==> src/logic/cmss_pkg.sv <==
// Package: register map, field codes and constants of the mode and setpoint select block
package cmss_pkg;
   // Register byte offsets
   localparam logic [7:0] CMSS_CFG_OFF     = 8'h00;
   localparam logic [7:0] CMSS_YMAN_OFF    = 8'h04;
   localparam logic [7:0] CMSS_YREP_OFF    = 8'h08;
   localparam logic [7:0] CMSS_SEL_OFF     = 8'h0C;
   localparam logic [7:0] CMSS_SP0_OFF     = 8'h10;
   localparam logic [7:0] CMSS_STAT_OFF    = 8'h20;
   localparam logic [7:0] CMSS_YOUT_OFF    = 8'h24;
   localparam logic [7:0] CMSS_YAUTO_OFF   = 8'h28;

   // CFG field positions
   localparam int CFG_TYPE_LSB   = 0;
   localparam int CFG_DIR_BIT    = 3;
   localparam int CFG_MANEN_BIT  = 4;
   localparam int CFG_MANSRC_BIT = 5;
   localparam int CFG_ERRSRC_BIT = 6;
   localparam int CFG_BTN_BIT    = 7;
   localparam int CFG_INIT_BIT   = 8;
   localparam int CFG_PVSRC_BIT  = 9;
   localparam int CFG_SPSRC_BIT  = 10;
   localparam int CFG_PAIR_BIT   = 11;
   localparam logic [31:0] CFG_RESET = 32'h0000_0000;

   // Output level limits, percent
   localparam logic signed [7:0] Y_MAX = 8'sd100;
   localparam logic signed [7:0] Y_MIN = -8'sd100;
   localparam logic signed [7:0] Y_RST = 8'sd0;

   typedef enum logic [2:0] {
      CMSS_TYPE_OFF   = 3'b000,
      CMSS_TYPE_TWO   = 3'b001,
      CMSS_TYPE_THREE = 3'b010,
      CMSS_TYPE_STEP  = 3'b011,
      CMSS_TYPE_CONT  = 3'b100
   } cmss_ctype_type;

   typedef enum logic [1:0] {
      CMSS_ST_INIT = 2'b00,
      CMSS_ST_AUTO = 2'b01,
      CMSS_ST_MAN  = 2'b10,
      CMSS_ST_ERR  = 2'b11
   } cmss_state_type;

   // Clamp a signed byte to -100..+100
   function automatic logic signed [7:0] cmss_clamp(input logic signed [7:0] v);
      if (v > Y_MAX) return Y_MAX;
      if (v < Y_MIN) return Y_MIN;
      return v;
   endfunction
endpackage

==> src/logic/cmss_setpoint_sel.sv <==
// Setpoint select: picks one of four setpoints from two select bits
module cmss_setpoint_sel
   import cmss_pkg::*;
#(
   parameter int W = 16
) (
   // Selection
   input  wire logic [1:0]         sel_i,
   input  wire logic [4*W-1:0]     sp_i,
   // Result
   output logic      [W-1:0]       sp_o
);
   always_comb begin
      sp_o = sp_i[sel_i*W +: W];
   end
endmodule // cmss_setpoint_sel

==> src/logic/cmss_out_drive.sv <==
// Output drive: maps output level to switched and continuous outputs per controller type
module cmss_out_drive
   import cmss_pkg::*;
(
   // Control
   input  wire logic [2:0]         ctype_i,
   input  wire logic               pair_cont_i,
   input  wire logic               hold_i,
   input  wire logic signed [7:0]  y_i,
   // Outputs
   output logic      [1:0]         sw_o,
   output logic signed [7:0]       cont_o
);
   always_comb begin
      sw_o   = 2'b00;
      cont_o = Y_RST;
      case (cmss_ctype_type'(ctype_i))
         CMSS_TYPE_OFF: begin
            sw_o = 2'b00;
         end
         CMSS_TYPE_TWO: begin
            sw_o[0] = (y_i > 8'sd0);
         end
         CMSS_TYPE_THREE: begin
            if (pair_cont_i) begin
               cont_o  = (y_i > 8'sd0) ? y_i : Y_RST;
               sw_o[1] = (y_i < 8'sd0);
            end else begin
               sw_o[0] = (y_i > 8'sd0);
               sw_o[1] = (y_i < 8'sd0);
            end
         end
         CMSS_TYPE_STEP: begin
            // Held value stops the actuator; 0 closes, positive opens
            if (!hold_i) begin
               sw_o[0] = (y_i > 8'sd0);
               sw_o[1] = (y_i <= 8'sd0);
            end
         end
         CMSS_TYPE_CONT: begin
            cont_o = y_i;
         end
         default: begin
            sw_o = 2'b00;
         end
      endcase
   end
endmodule // cmss_out_drive

==> src/logic/cmss_ctrl.sv <==
// Controller mode and setpoint selection top with APB register file
//
// Chosen here: the APB interface to the registers and the register offsets.
module cmss_ctrl
   import cmss_pkg::*;
#(
   parameter int W = 16
) (
   // Clock and reset
   input  wire logic                clk_sys_i,
   input  wire logic                reset_n_i,
   // APB slave
   input  wire logic                psel_i,
   input  wire logic                penable_i,
   input  wire logic                pwrite_i,
   input  wire logic [7:0]          paddr_i,
   input  wire logic [31:0]         pwdata_i,
   output logic      [31:0]         prdata_o,
   output logic                     pready_o,
   output logic                     pslverr_o,
   // Digital control inputs
   input  wire logic [1:0]          sp_sel_i,
   input  wire logic                man_req_i,
   input  wire logic                man_inh_i,
   input  wire logic                pblk_i,
   input  wire logic                ctrl_on_i,
   input  wire logic                ctrl_off_i,
   // Analog values
   input  wire logic signed [W-1:0] pv_analog_i,
   input  wire logic signed [W-1:0] pv_alt_i,
   input  wire logic signed [W-1:0] sp_ext_i,
   input  wire logic                range_fault_i,
   input  wire logic signed [7:0]   y_ctrl_i,
   // Outputs
   output logic      [1:0]          sw_o,
   output logic signed [7:0]        cont_o,
   output logic                     pblk2_o,
   output logic signed [W-1:0]      pv_o,
   output logic signed [W-1:0]      sp_o
);
   // ------------------------------------------------------------
   // Register file
   // ------------------------------------------------------------
   logic        [31:0]      cfg_q, cfg_d;
   logic signed [7:0]       yman_q, yman_d;
   logic signed [7:0]       yrep_q, yrep_d;
   logic        [5:0]       sel_q, sel_d;
   logic        [4*W-1:0]   sp_q, sp_d;
   logic                    wr_en;
   logic                    btn_clr;

   assign wr_en     = psel_i & penable_i & pwrite_i;
   assign pready_o  = 1'b1;

   always_comb begin
      cfg_d  = cfg_q;
      yman_d = yman_q;
      yrep_d = yrep_q;
      sel_d  = sel_q;
      sp_d   = sp_q;
      if (btn_clr) begin
         cfg_d[CFG_BTN_BIT] = 1'b0;
      end
      if (wr_en) begin
         case (paddr_i)
            CMSS_CFG_OFF:  cfg_d  = pwdata_i;
            CMSS_YMAN_OFF: yman_d = cmss_clamp(pwdata_i[7:0]);
            CMSS_YREP_OFF: yrep_d = cmss_clamp(pwdata_i[7:0]);
            CMSS_SEL_OFF:  sel_d  = pwdata_i[5:0];
            default: begin
               if (paddr_i[7:4] == CMSS_SP0_OFF[7:4] && paddr_i[1:0] == 2'b00) begin
                  sp_d[paddr_i[3:2]*W +: W] = pwdata_i[W-1:0];
               end
            end
         endcase
      end
   end

   always_ff @(posedge clk_sys_i) begin
      if (!reset_n_i) begin
         cfg_q  <= CFG_RESET;
         yman_q <= Y_RST;
         yrep_q <= Y_RST;
         sel_q  <= '0;
         sp_q   <= '0;
      end else begin
         cfg_q  <= cfg_d;
         yman_q <= yman_d;
         yrep_q <= yrep_d;
         sel_q  <= sel_d;
         sp_q   <= sp_d;
      end
   end

   // ------------------------------------------------------------
   // Digital selector assignment
   // ------------------------------------------------------------
   // SEL bits: 0 sp bit0, 1 sp bit1, 2 manual, 3 inhibit, 4 pblock, 5 on/off
   logic [1:0] sp_bits;
   logic       man_sig, inh_sig, pblk_sig, on_sig, off_sig;
   always_comb begin
      sp_bits  = sp_sel_i & sel_q[1:0];
      man_sig  = man_req_i & sel_q[2];
      inh_sig  = man_inh_i & sel_q[3];
      pblk_sig = pblk_i & sel_q[4];
      on_sig   = ctrl_on_i & sel_q[5];
      off_sig  = ctrl_off_i & sel_q[5];
   end
   assign pblk2_o = pblk_sig;

   // ------------------------------------------------------------
   // Setpoint and actual value sources
   // ------------------------------------------------------------
   logic [W-1:0] sp_act;
   cmss_setpoint_sel #(.W(W)) u_spsel (
      .sel_i (sp_bits),
      .sp_i  (sp_q),
      .sp_o  (sp_act)
   );

   logic signed [W-1:0] pv_d, sp_s_d, pv_r, sp_r;
   always_comb begin
      pv_d   = cfg_q[CFG_PVSRC_BIT] ? pv_alt_i : pv_analog_i;
      sp_s_d = cfg_q[CFG_SPSRC_BIT] ? sp_ext_i : signed'(sp_act);
   end

   // ------------------------------------------------------------
   // Run enable and mode state machine
   // ------------------------------------------------------------
   logic           run_q, run_d;
   cmss_state_type st_q, st_d;
   logic signed [7:0] y_q, y_d, yhold_q, yhold_d, yauto;
   logic           hold_q, hold_d;
   logic           man_ok, man_want;

   always_comb begin
      run_d = run_q;
      if (off_sig) begin
         run_d = 1'b0;
      end else if (on_sig) begin
         run_d = 1'b1;
      end
   end

   // Direction: controller level assumes direct; inverse flips its sign
   always_comb begin
      yauto = cfg_q[CFG_DIR_BIT] ? cmss_clamp(-y_ctrl_i) : cmss_clamp(y_ctrl_i);
   end

   assign man_ok   = cfg_q[CFG_MANEN_BIT] & ~inh_sig;
   assign man_want = man_sig | cfg_q[CFG_BTN_BIT];
   assign btn_clr  = (st_q == CMSS_ST_MAN) & ~man_sig & ~man_ok;

   always_comb begin
      st_d    = st_q;
      y_d     = y_q;
      yhold_d = yhold_q;
      hold_d  = hold_q;
      case (st_q)
         CMSS_ST_INIT: begin
            y_d    = Y_RST;
            hold_d = 1'b0;
            if (cfg_q[CFG_INIT_BIT]) begin
               st_d = CMSS_ST_AUTO;
            end
         end
         CMSS_ST_AUTO: begin
            y_d     = yauto;
            yhold_d = yauto;
            hold_d  = 1'b0;
            if (range_fault_i) begin
               st_d   = CMSS_ST_ERR;
               hold_d = ~cfg_q[CFG_ERRSRC_BIT];
               y_d    = cfg_q[CFG_ERRSRC_BIT] ? yrep_q : y_q;
            end else if (man_want && man_ok) begin
               st_d   = CMSS_ST_MAN;
               hold_d = ~cfg_q[CFG_MANSRC_BIT];
               y_d    = cfg_q[CFG_MANSRC_BIT] ? yman_q : y_q;
            end
         end
         CMSS_ST_MAN: begin
            // Hold follows the source setting so a configured level drives the actuator
            hold_d = ~cfg_q[CFG_MANSRC_BIT];
            if (cfg_q[CFG_MANSRC_BIT]) begin
               y_d = yman_q;
            end
            if (!man_want || !cfg_q[CFG_MANEN_BIT]) begin
               st_d = CMSS_ST_AUTO;
            end
         end
         CMSS_ST_ERR: begin
            hold_d = ~cfg_q[CFG_ERRSRC_BIT];
            if (cfg_q[CFG_ERRSRC_BIT]) begin
               y_d = yrep_q;
            end
            if (!range_fault_i) begin
               st_d = CMSS_ST_AUTO;
            end
         end
         default: begin
            st_d = CMSS_ST_INIT;
         end
      endcase
   end

   always_ff @(posedge clk_sys_i) begin
      if (!reset_n_i) begin
         run_q   <= 1'b0;
         st_q    <= CMSS_ST_INIT;
         y_q     <= Y_RST;
         yhold_q <= Y_RST;
         hold_q  <= 1'b0;
         pv_r    <= '0;
         sp_r    <= '0;
      end else begin
         run_q   <= run_d;
         st_q    <= st_d;
         y_q     <= y_d;
         yhold_q <= yhold_d;
         hold_q  <= hold_d;
         pv_r    <= pv_d;
         sp_r    <= sp_s_d;
      end
   end
   assign pv_o = pv_r;
   assign sp_o = sp_r;

   // ------------------------------------------------------------
   // Output drive
   // ------------------------------------------------------------
   logic [2:0]        type_eff;
   logic [1:0]        sw_c;
   logic signed [7:0] cont_c;
   logic              live;
   assign live     = run_q & (st_q != CMSS_ST_INIT);
   assign type_eff = live ? cfg_q[CFG_TYPE_LSB +: 3] : 3'(CMSS_TYPE_OFF);

   cmss_out_drive u_drv (
      .ctype_i     (type_eff),
      .pair_cont_i (cfg_q[CFG_PAIR_BIT]),
      .hold_i      (hold_q),
      .y_i         (y_q),
      .sw_o        (sw_c),
      .cont_o      (cont_c)
   );

   always_ff @(posedge clk_sys_i) begin
      if (!reset_n_i) begin
         sw_o   <= 2'b00;
         cont_o <= Y_RST;
      end else begin
         sw_o   <= sw_c;
         cont_o <= cont_c;
      end
   end

   // ------------------------------------------------------------
   // Read data
   // ------------------------------------------------------------
   logic [31:0] rd_c;
   always_comb begin
      rd_c = 32'h0000_0000;
      case (paddr_i)
         CMSS_CFG_OFF:   rd_c = cfg_q;
         CMSS_YMAN_OFF:  rd_c = 32'(yman_q);
         CMSS_YREP_OFF:  rd_c = 32'(yrep_q);
         CMSS_SEL_OFF:   rd_c = {26'h0, sel_q};
         CMSS_STAT_OFF:  rd_c = {25'h0, pblk_sig, hold_q, run_q, sw_c, st_q};
         CMSS_YOUT_OFF:  rd_c = 32'(y_q);
         CMSS_YAUTO_OFF: rd_c = 32'(yhold_q);
         default: begin
            if (paddr_i[7:4] == CMSS_SP0_OFF[7:4] && paddr_i[1:0] == 2'b00) begin
               rd_c = 32'(sp_q[paddr_i[3:2]*W +: W]);
            end
         end
      endcase
   end
   assign prdata_o  = rd_c;
   assign pslverr_o = 1'b0;
endmodule // cmss_ctrl

==> config.mk <==
export PLATFORM = sky130hd
export DESIGN_NAME = cmss_ctrl
export DESIGN_NICKNAME = d
export VERILOG_FILES = /design/src/logic/cmss_pkg.sv /design/src/logic/cmss_setpoint_sel.sv /design/src/logic/cmss_out_drive.sv /design/src/logic/cmss_ctrl.sv
export SDC_FILE = /design/constraint.sdc
export NUM_CORES = 1
export LEC_CHECK = 0
export ABC_AREA = 0
export ABC_CLOCK_PERIOD_IN_PS = 2400
export BUFFER_PORTS_ARGS = -buffer_cell sky130_fd_sc_hd__buf_2
export CAP_MARGIN = 20
export CORE_UTILIZATION = 30
export DETAILED_ROUTE_END_ITERATION = 8
export SYNTH_ARGS = -nofsm -noshare
export SYNTH_HDL_FRONTEND = slang
export SYNTH_SLANG_ARGS = --single-unit
==> constraint.sdc <==
create_clock -name clk_sys_i -period 2.4 [get_ports clk_sys_i]
set_input_delay 0.12 -clock clk_sys_i [delete_from_list [all_inputs] [get_ports clk_sys_i]]
set_output_delay 0.12 -clock clk_sys_i [all_outputs]
set_load 0.02 [all_outputs]
==> metrics.csv <==
metric,value,unit
postSynthAreaPerCell,8.68,um^2
first_iter_violations,743,
firstDrtPassIters,5,
cp.arrival,2.20,ns
start_kind,flop,
drive_above_1_share,24.9,%
worstMarginPinSlew,0.716,ns
numCtsBuffers,17,
grt_overflow,0,
drc,0,
worstPathRequired,2.28,ns
synth_top_area_share,40.6,%
worst_clock_skew,0.0132,ns
yosys.cell_types.count,66,
ys_top_cells_by_area,"dfxtp_1 (41%), mux4_2 (8.1%), a21oi_1 (6.9%), nand2_1 (6.9%), mux2i_1 (6.8%)",
synth.largest_area_cell,dfxtp_1,
clk_pin_slew_worst_paths,0.06,ns
insertion_delay,0.43,ns
status,"complete, no violations",
timing.rr.start,st_q[1],
gp_congestion,0.891,
cpPeakStageDelay,0.39,ns
fp.dieW,174,um
via_per_inst,5.18,
crit_chain,mux2_2 > a22oi_1 > nor3_4 > buf_4 > a221o_1 > buf_2,
track_usage,20.5,%
die_h,174,um
cts-root-buf,clkbuf_16,
ys_seq_elements,180,
cellPowerDensity,543,mW/mm^2
syn2layout_area_growth,30.7,%
setup_viol_count_final,0,
pin_count,186,
async_flop_share,0,%
finalMaxSlewViolations,0,
synth-edff-count,0,
synth.yosys.seq_area_share,40.6,%
cts_tree,done,
post-route-period-util,96.6,%
combinationalPowerShare,9.5,%
ant_nets,0,
finalSetupTns,0,ns
p_int,4700,uW
antenna_found_initial,3,
reg2reg_slack,0.55,ns
synth_fp_nets,1143,
crit_type,reg2out,
port_buffers,183,
hp-class,in2reg,
total_power,6290,uW
holdPathStages,3,
busiest_layer,met2,
p_sw_share,25.3,%
period_needed,2.32,ns
use_met1,25.6,%
power_frac_seq,47.7,%
reg2reg_depth,4,
dieArea,0.0303,mm^2
rsz0062_at_grt,no,
cts.sinks,180,
grt_max_degree,79,
grt_pass1_wl,48.3,mm
worst_setup_path_end_kind,primary output,
max_slew_margin,52.2,%
hold_end,run_q,
fmax,431,MHz
wl_per_cell,18.8,um
ir_drop,0.453,mV
vias,8572,
h-tree-depth,4,
final_hold_viol_count,0,
cap_violations,0,
hold_start,ctrl_on_i,
initial_core_util,30.7,%
critPathMaxFanout,16,
r2r_end,y_q[2],
switchingPower,1590,uW
synth_flop_cell,dfxtp_1,
design.core.area,0.0289,mm^2
netlist_area,0.00887,mm^2
met2_usage,35.1,%
yosysWarningCount,0,
cp_slowest_cell,dfxtp_1,
drt_wl_total,31.1,mm
post-dp-hpwl,21.1,mm
met3_usage,3.43,%
clockBufferDepth,2,
syn_inst,1022,
clkPwrFrac,42.8,%
grt_pass1_vias,8418,
post_cts_resized,0,
leakagePower,0.00475,uW
core.rowCount,62,
layout.nets,1377,
-- placed cells by master (no fill, tap or decap), types with 4 or more instances in the layout --
cell and count:
buf_2 183, dfxtp_1 180, nand2_1 164, a21oi_1 123
nor2_1 84, dlygate4sd3_1 72, nand3_1 70, mux2i_1 60
buf_4 44, mux4_2 32, a22oi_1 20, a21o_1 20
clkbuf_16 17, inv_1 14, o21ai_0 12, ha_1 12
and2_1 11, nor3_1 11, a221o_1 9, and3_1 9
o21ai_1 9, o22ai_1 8, a222oi_1 7, inv_6 7
nand2b_1 6, buf_12 6, a211oi_1 5, a22o_1 4
nand2_2 4, o21a_1 4
-- timing repair --
action                    CTS  global route
setup buffers               0             0
hold buffers               72             0
hold endpoints to repair   82             0
-- registers in the layout, summed over array words and instances, names as in the netlist --
signal,flops
cfg_q,32
cont_o,8
hold_q,1
pv_o,16
run_q,1
sel_q,6
sp_o,16
sp_q,64
st_q,2
sw_o,2
y_q,8
yhold_q,8
yman_q,8
yrep_q,8
-- metal layers --
| layer | up-vias | routed length, um |
|---|---|---|
| met4 | 0 | 794 |
| met1 | 4108 | 12900 |
| li1 | 4092 | - |
| met5 | - | 0 |
| met3 | 47 | 1890 |
| met2 | 325 | 15600 |
-- through the flow --
stage / util, % / instances / hold WS (ns) / setup WS, ns / cell area (um^2)
2_1_floorplan: - / 1022 / 0.221 / 0.0232 / 8880
3_3_place_gp: 35.7 / 1549 / 0.312 / -0.0190 / 10300
3_5_place_dp: 35.7 / 1549 / 0.316 / -0.111 / 10300
4_1_cts: 40.1 / 1651 / 0.00993 / 0.0780 / 11600
5_1_grt: 40.1 / 1652 / 0.0322 / 0.00751 / 11600
6_report: 40.1 / 1654 / 0.0323 / 0.0820 / 11600
-- area by class of cell --
cell class              count  area [um^2]
fillers                  2864        17300
well taps                 384          480
flip-flops and latches    180         3600
clock inverters            13          123
repair buffers            305         2090
clock buffers              17          425
inverters                  15         58.8
multi-input cells         737         4810
diodes                      3         7.51
-- worst max-delay path, delay by kind of cell, from the launching register on --
family | cells | cell delay (ns)
AO/OA/AOI/OAI | 2 | 0.62
buffers and inverters | 2 | 0.41
flip-flops | 1 | 0.39
multiplexers | 1 | 0.30
AND/OR/NAND/NOR | 1 | 0.05
-- kinds of logic (layout without fill, tap and decap cells) --
| kind of cell | count (synthesis) | count (layout) | synth area share, % |
|---|---|---|---|
| XOR/XNOR | 4 | 4 | 0.395 |
| multiplexers | 94 | 94 | 15.1 |
| AO/OA/AOI/OAI | 241 | 241 | 17.1 |
| flip-flops | 180 | 180 | 40.6 |
| AND/OR/NAND/NOR | 384 | 384 | 19.5 |
| buffers and inverters | 105 | 350 | 5.49 |
| other | 2 | 5 | 0.0846 |
| adder cells (fa/ha/maj) | 12 | 12 | 1.69 |
-- power by group through the flow --
stage               registers [uW]  clock network [uW]  logic (uW)
floorplan                     3090                   0         234
CTS                           3000                2740         588
detailed placement            3070                   0         495
finish                        3000                2690         599
global route                  3000                2860         641
global placement              3070                   0         491
-- Yosys cell counts (all sizes together), types with 2 or more instances --
master   count
ha          12
a22oi       20
nand2b       6
nor3b        4
a21o        20
a31oi        2
and3         9
dfxtp      180
xnor2        4
or2          2
a21oi      123
mux2i       60
nand2      168
nand3b       2
nor2        85
a211oi       5
a22o         4
nor4         3
nor2b        3
o22ai        8
o2111ai      2
a221o        9
or4          2
buf         45
o21a         4
nor3        13
o21bai       2
mux2         2
conb         2
and2        12
inv         15
mux4        32
clkbuf      45
a222oi       7
nand3       70
o31ai        2
o21ai       21
-- how the worst max path moves through the flow --
stage                      from      endpoint  slack [ns]
floorplan           y_ctrl_i[0]        y_q[5]        0.02
global route            st_q[1]   prdata_o[3]       0.008
detailed placement  y_ctrl_i[1]        y_q[5]       -0.11
finish                   y_q[7]   prdata_o[8]        0.08
CTS                      y_q[7]  prdata_o[16]        0.08
global placement    y_ctrl_i[0]        y_q[5]       -0.02
Note: power is estimated with default switching activity, not from simulation.
